## config.mk

```make
export PLATFORM = sky130hd
export DESIGN_NAME = sat_step_atten_ctrl
export DESIGN_NICKNAME = d
export VERILOG_FILES = /design/src/sat_pkg.sv /design/src/sat_sync.sv /design/src/sat_shift_reg.sv /design/src/sat_step_atten_ctrl.sv
export SDC_FILE = /design/constraint.sdc
export NUM_CORES = 1
export LEC_CHECK = 0
export BUFFER_PORTS_ARGS = -buffer_cell sky130_fd_sc_hd__buf_2
export CAP_MARGIN = 20
export CORE_ASPECT_RATIO = 0.6
export CORE_UTILIZATION = 45
export CTS_CLUSTER_DIAMETER = 200
export DETAILED_ROUTE_END_ITERATION = 7
export PLACE_DENSITY = 0.69
export SYNTH_ARGS = -nofsm -noshare
export SYNTH_HDL_FRONTEND = slang
export SYNTH_SLANG_ARGS = --single-unit
```

## constraint.sdc

```tcl
create_clock -name ref_clk -period 2.6 [get_ports ref_clk]
set_clock_uncertainty 0.1 [all_clocks]
set_input_delay 0.52 -clock ref_clk [delete_from_list [all_inputs] [get_ports ref_clk]]
set_output_delay 0.52 -clock ref_clk [all_outputs]
set_load 0.005 [all_outputs]
```

## src/sat_pkg.sv

```systemverilog
// Constants, types and decode helpers for the step attenuator control logic
`default_nettype none
package sat_pkg;

	// Attenuation word layout
	localparam int ATTEN_BITS     = 6;
	localparam int BIT_HALF_DB    = 0;
	localparam int BIT_1DB        = 1;
	localparam int BIT_2DB        = 2;
	localparam int BIT_4DB        = 3;
	localparam int BIT_8DB        = 4;
	localparam int BIT_16DB       = 5;

	// Power-up states selected in parallel mode
	localparam logic [5:0] ATTEN_REF  = 6'h00;
	localparam logic [5:0] PUP_8DB    = 6'h10;
	localparam logic [5:0] PUP_16DB   = 6'h20;
	localparam logic [5:0] PUP_31DB   = 6'h3e;

	// Pin synchroniser depth and the last priming count
	localparam int         SYNC_STAGES = 2;
	localparam logic [1:0] PRIME_LAST  = 2'h1;

	// Switching rate limit of the attenuator
	localparam int         CLK_FREQ_HZ       = 20000000;
	localparam int         SWITCH_RATE_HZ    = 25000;
	localparam int         SWITCH_GAP_CYCLES =
		(CLK_FREQ_HZ + SWITCH_RATE_HZ - 1) / SWITCH_RATE_HZ;
	localparam logic [9:0] GAP_CNT_MAX       = 10'(SWITCH_GAP_CYCLES);

	typedef enum logic [1:0] {
		SAT_ST_PRIME = 2'b00,
		SAT_ST_STRAP = 2'b01,
		SAT_ST_RUN   = 2'b10
	} sat_state_t;

	// Parallel-mode power-up select pair to attenuation word
	function automatic logic [5:0] pupDecode(input logic selMsb, input logic selLsb);
		logic [5:0] code;
		case ({selMsb, selLsb})
			2'b00:   code = ATTEN_REF;
			2'b01:   code = PUP_8DB;
			2'b10:   code = PUP_16DB;
			default: code = PUP_31DB;
		endcase
		return code;
	endfunction

endpackage
`default_nettype wire

```

## src/sat_sync.sv

```systemverilog
// Two-flop synchroniser for pins entering the ref_clk domain
`timescale 1ns/1ps
`default_nettype none
module sat_sync #(
	parameter int WIDTH = 1
) (
	input  wire logic             ref_clk,
	input  wire logic             rst,
	input  wire logic [WIDTH-1:0] pinIn,
	output logic      [WIDTH-1:0] pinSync
);

	logic [WIDTH-1:0] meta_q;
	logic [WIDTH-1:0] meta_d;
	logic [WIDTH-1:0] sync_q;
	logic [WIDTH-1:0] sync_d;

	// First stage feeds only the second stage
	always_comb begin
		meta_d = pinIn;
		sync_d = meta_q;
	end

	always_ff @(posedge ref_clk) begin
		if (rst) begin
			meta_q <= '0;
			sync_q <= '0;
		end else begin
			meta_q <= meta_d;
			sync_q <= sync_d;
		end
	end

	assign pinSync = sync_q;

endmodule // sat_sync
`default_nettype wire

```

## src/sat_shift_reg.sv

```systemverilog
// Six-bit serial-in parallel-out shift register, first bit ends on top
`timescale 1ns/1ps
`default_nettype none
module sat_shift_reg (
	input  wire logic       ref_clk,
	input  wire logic       rst,
	input  wire logic       shiftEn,
	input  wire logic       loadEn,
	input  wire logic [5:0] loadWord,
	input  wire logic       serialBit,
	output logic      [5:0] word
);

	logic [5:0] word_q;
	logic [5:0] word_d;

	always_comb begin
		word_d = word_q;
		if (loadEn) begin
			word_d = loadWord;
		end else if (shiftEn) begin
			word_d = {word_q[4:0], serialBit};
		end
	end

	always_ff @(posedge ref_clk) begin
		if (rst) begin
			word_q <= sat_pkg::ATTEN_REF;
		end else begin
			word_q <= word_d;
		end
	end

	assign word = word_q;
endmodule // sat_shift_reg
`default_nettype wire

```

## src/sat_step_atten_ctrl.sv

```systemverilog
// Control logic of the six-bit step attenuator: serial, parallel and power-up
`timescale 1ns/1ps
`default_nettype none
module sat_step_atten_ctrl (
	input  wire logic       ref_clk,
	input  wire logic       rst,
	input  wire logic       modeSerial,
	input  wire logic       updateStrobe,
	input  wire logic       attenWeight16Db,
	input  wire logic       attenWeight8Db,
	input  wire logic       attenWeight4Db,
	input  wire logic       attenWeight2Db,
	input  wire logic       attenWeight1Db,
	input  wire logic       attenWeightHalfDb,
	input  wire logic       powerupSelectMsb,
	input  wire logic       powerupSelectLsb,
	input  wire logic       serialClk,
	input  wire logic       serialData,
	output logic      [5:0] attenCode,
	output logic            powerupDone,
	output logic            rateViolation
);

	// Raw pin vector, weights placed by bit position
	logic [5:0]  weightsRaw;
	logic [11:0] pinsRaw;
	logic [11:0] pinsSync;

	// Synchronised pin levels
	logic [5:0] weightsS;
	logic       modeSerialS;
	logic       strobeS;
	logic       selMsbS;
	logic       selLsbS;
	logic       serClkS;
	logic       serDataS;

	// Power-up sequencing and the attenuation latch
	sat_pkg::sat_state_t state_q;
	sat_pkg::sat_state_t state_d;
	logic [1:0]          primeCnt_q;
	logic [1:0]          primeCnt_d;
	logic [5:0]          latch_q;
	logic [5:0]          latch_d;
	logic                done_q;
	logic                done_d;

	// Serial clock edge finder
	logic serClkPrev_q;
	logic serClkPrev_d;
	logic serClkRise;
	logic shiftEn;
	logic shiftLoad;
	logic [5:0] shiftWord;

	// Switching rate monitor
	logic [9:0] gapCnt_q;
	logic [9:0] gapCnt_d;
	logic       viol_q;
	logic       viol_d;
	logic       codeChange;

	always_comb begin
		weightsRaw                       = '0;
		weightsRaw[sat_pkg::BIT_HALF_DB] = attenWeightHalfDb;
		weightsRaw[sat_pkg::BIT_1DB]     = attenWeight1Db;
		weightsRaw[sat_pkg::BIT_2DB]     = attenWeight2Db;
		weightsRaw[sat_pkg::BIT_4DB]     = attenWeight4Db;
		weightsRaw[sat_pkg::BIT_8DB]     = attenWeight8Db;
		weightsRaw[sat_pkg::BIT_16DB]    = attenWeight16Db;
		pinsRaw = {weightsRaw, modeSerial, updateStrobe, powerupSelectMsb,
			powerupSelectLsb, serialClk, serialData};
	end

	// Every pin is asynchronous to ref_clk; clock and data share one delay
	sat_sync #(
		.WIDTH (12)
	) uPinSync (
		.ref_clk (ref_clk),
		.rst     (rst),
		.pinIn   (pinsRaw),
		.pinSync (pinsSync)
	);

	always_comb begin
		weightsS    = pinsSync[11:6];
		modeSerialS = pinsSync[5];
		strobeS     = pinsSync[4];
		selMsbS     = pinsSync[3];
		selLsbS     = pinsSync[2];
		serClkS     = pinsSync[1];
		serDataS    = pinsSync[0];
	end

	// Serial clock rise found by oversampling; needs ref_clk well above it
	always_comb begin
		serClkPrev_d = serClkS;
		serClkRise   = serClkS && !serClkPrev_q;
		shiftEn      = (state_q == sat_pkg::SAT_ST_RUN) && serClkRise;
	end

	always_ff @(posedge ref_clk) begin
		if (rst) begin
			serClkPrev_q <= 1'b0;
		end else begin
			serClkPrev_q <= serClkPrev_d;
		end
	end

	sat_shift_reg uShift (
		.ref_clk   (ref_clk),
		.rst       (rst),
		.shiftEn   (shiftEn),
		.loadEn    (shiftLoad),
		.loadWord  (weightsS),
		.serialBit (serDataS),
		.word      (shiftWord)
	);

	// Straps are only trusted once the synchronisers have filled
	always_comb begin
		state_d    = state_q;
		primeCnt_d = primeCnt_q;
		latch_d    = latch_q;
		done_d     = done_q;
		shiftLoad  = 1'b0;
		case (state_q)
			sat_pkg::SAT_ST_PRIME: begin
				if (primeCnt_q == sat_pkg::PRIME_LAST) begin
					state_d = sat_pkg::SAT_ST_STRAP;
				end else begin
					primeCnt_d = primeCnt_q + 2'h1;
				end
			end
			sat_pkg::SAT_ST_STRAP: begin
				state_d = sat_pkg::SAT_ST_RUN;
				done_d  = 1'b1;
				if (modeSerialS) begin
					// Shift word preloaded too, so an open latch shows the same value
					latch_d   = weightsS;
					shiftLoad = 1'b1;
				end else if (strobeS) begin
					latch_d = weightsS;
				end else begin
					latch_d = sat_pkg::pupDecode(selMsbS, selLsbS);
				end
			end
			sat_pkg::SAT_ST_RUN: begin
				if (strobeS) begin
					latch_d = modeSerialS ? shiftWord : weightsS;
				end
			end
			default: begin
				state_d = sat_pkg::SAT_ST_PRIME;
			end
		endcase
	end

	always_ff @(posedge ref_clk) begin
		if (rst) begin
			state_q    <= sat_pkg::SAT_ST_PRIME;
			primeCnt_q <= 2'h0;
			latch_q    <= sat_pkg::ATTEN_REF;
			done_q     <= 1'b0;
		end else begin
			state_q    <= state_d;
			primeCnt_q <= primeCnt_d;
			latch_q    <= latch_d;
			done_q     <= done_d;
		end
	end

	// Flags a change that follows the previous one too closely; sticky to reset
	always_comb begin
		codeChange = (state_q == sat_pkg::SAT_ST_RUN) && (latch_d != latch_q);
		viol_d     = viol_q;
		gapCnt_d   = gapCnt_q;
		if (codeChange) begin
			if (gapCnt_q < sat_pkg::GAP_CNT_MAX) begin
				viol_d = 1'b1;
			end
			gapCnt_d = 10'h000;
		end else if (gapCnt_q < sat_pkg::GAP_CNT_MAX) begin
			gapCnt_d = gapCnt_q + 10'h001;
		end
	end

	always_ff @(posedge ref_clk) begin
		if (rst) begin
			gapCnt_q <= sat_pkg::GAP_CNT_MAX;
			viol_q   <= 1'b0;
		end else begin
			gapCnt_q <= gapCnt_d;
			viol_q   <= viol_d;
		end
	end

	assign attenCode     = latch_q;
	assign powerupDone   = done_q;
	assign rateViolation = viol_q;

	// Position within the serial word, for the order check only; restarts on preload
	logic [2:0] shiftCnt_q;
	logic [2:0] shiftCnt_d;
	logic       firstBit_q;
	logic       firstBit_d;

	always_comb begin
		shiftCnt_d = shiftCnt_q;
		firstBit_d = firstBit_q;
		if (shiftLoad) begin
			shiftCnt_d = 3'h0;
		end else if (shiftEn) begin
			if (shiftCnt_q == 3'h0) begin
				firstBit_d = serDataS;
			end
			if (shiftCnt_q == 3'(sat_pkg::ATTEN_BITS - 1)) begin
				shiftCnt_d = 3'h0;
			end else begin
				shiftCnt_d = shiftCnt_q + 3'h1;
			end
		end
	end

	always_ff @(posedge ref_clk) begin
		if (rst) begin
			shiftCnt_q <= 3'h0;
			firstBit_q <= 1'b0;
		end else begin
			shiftCnt_q <= shiftCnt_d;
			firstBit_q <= firstBit_d;
		end
	end
endmodule // sat_step_atten_ctrl
`default_nettype wire

```

* After elaboration in Yosys (flattened, before gate mapping)
Cells that the tools add are included.
** Storage, ports and cells
- Bits in registers :: 53
- Bits of input ports :: 14
- Logic and storage cells :: 49
** Cells by class
- $add $sub $neg :: 2
- Order comparisons :: 1
- Eq/ne operators :: 7
- Mux-type cells :: 14
- Bitwise operators :: 2
- Reduce and logical (&&, ||, !) cells :: 12
** Operator list (count)
- $mux W6 :: 6
- $mux W10 :: 2
- $pmux W6 S3 :: 1
- $pmux W6 S2 :: 1
- $add A10 B1 Y10 const B :: 1
- $lt A10 B10 Y1 const B :: 1
- $eq A2 B1 Y1 const B :: 3
- $ne A6 B6 Y1 :: 1
- $pmux W2 S3 :: 1
- $reduce_and A2 Y1 :: 3
- $eq A2 B2 Y1 const B :: 2
- $logic_not A2 Y1 :: 2
- $reduce_bool A2 Y1 :: 2
- $logic_and A1 B1 Y1 :: 3
- $add A2 B1 Y2 const B :: 1
- $mux W1 :: 2
- $mux W2 :: 1
- $ne A2 B2 Y1 const B :: 1
- $not A1 Y1 :: 2
- $reduce_or A2 Y1 :: 1
- $logic_not A1 Y1 :: 1

* Longest topological paths before layout
- Word-level depth :: 8
- Depth in mapped cells :: 10

* Hierarchy
From an unflattened synthesis, not the netlist that was laid out.
** Second synthesis, totals
- Cell total of the unflattened synthesis :: 249
- Area total of the unflattened synthesis :: 2378.5 um^2
** Modules (own cells, without submodules)
- sat_step_atten_ctrl :: times used 1, cells an instance 173, area an instance 1407.6 um^2
- sat_sync :: times used 1, cells an instance 50, area an instance 693.2 um^2
- sat_shift_reg :: times used 1, cells an instance 26, area an instance 277.8 um^2

* Worst setup path before layout
OpenSTA, ideal clock, no wires.
- Path kind :: register -> register
- Start :: register state_q[1]
- End :: register viol_q, in the netlist rateViolation
- Arrival time :: 2.138 ns
- Required time :: 2.384 ns
- Slack :: 0.246 ns
- Stages on the path, launching flop included :: 10
- Path buffers :: 1
- Clock period less this slack :: 2.354 ns
- Path through :: dfxtp_1 -> inv_1 -> ha_1 -> buf_2 -> nor4bb_1 -> a21o_1 -> or4_4 -> a211oi_4 -> o22ai_1 -> a31o_1
** Between the ends
- Cells in the longest elaborated chain, start to end :: 5
- Elaborated cells on any way between the ends :: 6
- Those cells by class :: eq/ne (3); mux (1); reduce/logical (2)
** RTL lines
- start, declared :: line sat_step_atten_ctrl.sv:39 : sat_pkg::sat_state_t state_q;
- start signal, assigned :: line sat_step_atten_ctrl.sv:161 : state_q <= sat_pkg::SAT_ST_PRIME;
- start signal, assigned :: line sat_step_atten_ctrl.sv:166 : state_q <= state_d;
- $eq A2 B2 Y1 or $eq A2 B1 Y1 (tied branches) :: line sat_step_atten_ctrl.sv:127, sat_step_atten_ctrl.sv:175
- $pmux W6 S2 :: line sat_step_atten_ctrl.sv:127 : case (state_q)
- $ne A6 B6 Y1 :: line sat_step_atten_ctrl.sv:175 : codeChange = (state_q == sat_pkg::SAT_ST_RUN) && (latch_d != latch_q);
- $logic_and A1 B1 Y1 * :: line sat_step_atten_ctrl.sv:175
- $reduce_and A2 Y1 (no source line) *
- end signal, assigned :: line sat_step_atten_ctrl.sv:194 : viol_q <= viol_d;
- end, declared :: line sat_step_atten_ctrl.sv:59 : logic viol_q;
Mark *: on every way between the ends. The rest lies on a longest branch, timed or not.
A chain may end at the register's enable or synchronous reset.

* Worst setup path after layout
- Start :: register state_q[0]
- End :: register gapCnt_q[2]
** Between the ends
- Cells in the longest elaborated chain, start to end :: 5
- Elaborated cells on any way between the ends :: 6
- Those cells by class :: eq/ne (3); mux (1); reduce/logical (2)
** RTL lines
- $eq A2 B2 Y1 or $eq A2 B1 Y1 (tied branches) :: line sat_step_atten_ctrl.sv:127, sat_step_atten_ctrl.sv:175
- $pmux W6 S2 :: line sat_step_atten_ctrl.sv:127
- $ne A6 B6 Y1 :: line sat_step_atten_ctrl.sv:175
- $logic_and A1 B1 Y1 * :: line sat_step_atten_ctrl.sv:175
- $reduce_or A2 Y1 (no source line) *
- end signal, assigned :: line sat_step_atten_ctrl.sv:190 : gapCnt_q <= sat_pkg::GAP_CNT_MAX;
- end signal, assigned :: line sat_step_atten_ctrl.sv:193 : gapCnt_q <= gapCnt_d;
- end, declared :: line sat_step_atten_ctrl.sv:57 : logic [9:0] gapCnt_q;
Marked as above.

==> flow_metrics.py <==
metrics = {
    "detailed_routing": {
        "vias_per_cell": 5.38,
        "drc_errors": 0,
        "routed_wl_mm": 5.07,
        "drtIter0Drc": 89,
        "top_layer_used": "met4",
        "wl_per_cell_um": 14.4,
        "drt-met1-wl_mm": 2.67,
        "vias": 1900,
        "dr_wl_met2_mm": 2.00,
        "first_pass_iters": 4,
        "postRouteAntennaNets": 0,
        "wl_met3_um": 328,
    },
    "placement": {
        "post-place-cells": 344,
        "gp_congestion": 0.824,
        "hpwl_mm": 3.67,
        "placed_area_um2": 2600,
        "port_buffers": 21,
    },
    "layout": {
        "final_area_um2": 2740,
        "drive_above_1_share_pct": 19.2,
        "nNetsFinal": 306,
        "antennaDiodeCount": 0,
        "area_growth_pct": 13.2,
        "fin_cells": 353,
    },
    "die": {
        "num_io_pins": 22,
        "rows": 20,
        "die_area_um2": 5690,
        "design.core.area_um2": 5130,
        "die_y_um": 58.8,
        "start_util_pct": 47.2,
        "die_w_um": 96.7,
    },
    "grt": {
        "grt_usage_pct": 20.0,
        "grt_pass1_wl_mm": 8.83,
        "grt_pass1_vias": 1835,
        "antenna_found_initial": 0,
        "grt_start_max_net_pins": 27,
        "grt_overflow": 0,
    },
    "synth": {
        "synth_compound_area_share_pct": 17.5,
        "synth.yosys.seq_area_share_pct": 43.8,
        "ys_types": 44,
        "synth_enable_flop_cells": 0,
        "yosys_warnings": 0,
        "synthSimpleGateAreaFrac_pct": 25.6,
        "synth_fa_ha_area_share_pct": 3.10,
        "synthesis.area_um2": 2420,
        "synthCells": 264,
        "syn-num-nets": 284,
        "async_flop_share_pct": 0,
        "synth_xor_area_share_pct": 3.25,
        "syn_area_per_cell_um2": 9.18,
        "synth.area.mux_share_pct": 2.89,
        "ys_ff_latch": 53,
        "synth-main-ff-cell": "dfxtp_1",
        "synth_top_family_by_area": "simple AND/OR/NAND/NOR gates",
    },
    "critical_path": {
        "crit_path_end_kind": "flip-flop",
        "critPathLaunch": "state_q[0]",
        "critPathArrivalTime_ps": 2560,
        "cp-start-kind": "flip-flop",
        "crit_fanout": 6,
        "reg2reg_from": "state_q[0]",
        "critical_path_class": "reg2reg",
        "cp.required_ps": 2730,
    },
    "power_and_ir_drop": {
        "p_leak_nw": 1.04,
        "power_frac_seq_pct": 44.3,
        "ir_drop_mv": 0.342,
        "total_power_w": 0.00224,
        "clkPwrFrac_pct": 22.2,
        "intPower_w": 0.00143,
        "comb_power_share_pct": 33.6,
        "p_per_area_nw_per_um2": 817,
        "power.switching_w": 0.000815,
        "p_sw_share_pct": 36.4,
    },
    "worst_hold_path": {
        "min_path_type": "in2reg",
        "min-delay-start": "attenWeight8Db",
    },
    "sta": {
        "fin_crit_sh_pct": 93.6,
        "tns_ps": 0,
        "layout_min_cycle_time_ps": 2430,
        "setup_viol": 0,
        "hold_viol": 0,
        "rsz0062_at_grt": "no",
        "relSlewSlack_pct": 58.4,
        "hold_slack_ps": 303,
        "worst_pin_slew_ps": 614,
        "fmax_ghz": 0.411,
        "slew_viol_final": 0,
    },
    "clocking": {
        "path_clk_slew_ps": 100,
        "clockRootBuffer": "clkbuf_8",
        "clockBufferDepth": 2,
        "cts_buffers": 5,
        "tritoncts": "yes",
        "clk_latency_ps": 310,
        "cts_hold_buf": 0,
        "clock_sinks": 53,
        "htreeDepth": 2,
    },
    "status": {
        "outcome": "finished, final reports clean",
    },
    "job": {
        "drv_cap": 0,
    },
}
## critical path, cell delays in order (launching register included)
cell	delay [ps]
dfxtp_1	370
inv_1	80
ha_1	300
inv_1	110
a21o_1	200
or4_4	430
a211oi_4	380
nor2_4	120
nor4_4	240
## stage by stage
step / util, % / worst slack (ps)
6_report: 53.5 / 167
5_1_grt: 53.5 / 29.0
4_1_cts: 52.8 / 113
3_5_place_dp: 50.8 / 138
3_3_place_gp: 50.8 / 224
2_1_floorplan: - / 246
## repair_timing
item	4_1_cts	5_1_grt
buffers inserted	0	1
gates resized for setup	0	6
endpoints found under the setup margin	0	11
## cell usage in the layout, fill, tap and decap left out, drive strengths merged
master   instances
a31oi            2
nor4             6
o31ai            1
nand4            3
o21ai           11
xnor2            3
o211a            3
nand2b           1
nand4b           1
nand3           11
a21oi           11
inv              7
nand3b           3
a311oi           6
mux2i            7
nor2b           26
a21o             5
nor2            19
a31o             2
a211oi           6
buf             30
nor3b            2
nand4bb          2
nor3             3
or4              1
a21boi           2
xor2             6
o211ai           4
nor4bb           1
clkinv           3
o22ai            4
ha               6
clkbuf           5
dfxtp           53
o311ai           2
nand2           25
and3             4
## synthesized netlist by cell type, types with 2 or more instances
cell type  instances  area [µm²]
dfxtp_1           53        1060
a211oi_1           5        37.5
nor3b_1            2        15.0
o21ai_0            7        35.0
nor4_2             6        75.1
o211ai_1           4        30.0
nor2_1            18        67.6
a311oi_1           6        52.6
o211a_1            3        30.0
mux2i_1            7        70.1
xnor2_1            3        26.3
clkbuf_1          10        37.5
nor2b_1           26         163
nand2_1           25        93.8
a21o_1             5        37.5
o21ai_1            4        20.0
ha_1               6        75.1
inv_1              7        26.3
xor2_1             6        52.6
buf_2              3        15.0
nand4bb_1          2        22.5
and3_1             4        25.0
nand4_1            3        18.8
nand3_1           11        55.1
a21oi_1           10        50.1
nor3_1             3        15.0
a31oi_1            2        12.5
o22ai_1            4        25.0
buf_4              2        15.0
nand3b_1           3        22.5
## layer usage
layer / vias up / track usage, %
li1: 981 / -
met1: 868 / 28.3
met2: 45 / 29.0
met3: 6 / 5.82
met4: 0 / 7.89
met5: - / 0
## sequential cells by signal, indices dropped and copies added, names as in the netlist
signal and flops:
primeCnt_q 2, attenCode 6, uPinSync.pinSync 12, state_q 2, gapCnt_q 10, powerupDone 1
rateViolation 1, uShift.word 6, serClkPrev_q 1, uPinSync.meta_q 12
## cells by family after synthesis
group | after synthesis
AOI/OAI and AO/OA | 59
xor gates and xnor gates | 9
adders and majority gates | 6
buffers and inverters | 22
DFF | 53
muxes | 7
and+or+nand+nor | 108
## cell type report
| type | instances | area (µm²) |
|---|---|---|
| Timing Repair Buffer | 30 | 173 |
| Tap cell | 66 | 82.6 |
| Inverter | 7 | 26.3 |
| Clock inverter | 3 | 33.8 |
| Clock buffer | 5 | 68.8 |
| Sequential cell | 53 | 1060 |
| Fill cell | 479 | 2390 |
| Multi-Input combinational cell | 189 | 1300 |
## power by group through the flow
stage	Sequential (W)	Clock, W	Combinational [W]
floorplan	0.000991	0	0.000532
global placement	0.00101	0	0.000693
detailed placement	0.00101	0	0.000704
CTS	0.000989	0.000512	0.000712
global route	0.00101	0.000553	0.000848
finish	0.000992	0.000497	0.000752
## path summary, 6_finish.rpt
path                                       endpoint  slack, ps  depth (start not counted)
worst min-delay path            uPinSync.meta_q[10]        300                          2
worst min register to register  uPinSync.pinSync[4]        340                          1
worst max register to register          gapCnt_q[2]        170                          8
worst max-delay path                    gapCnt_q[2]        170                          8
Note: power is estimated with default switching activity, not from simulation.
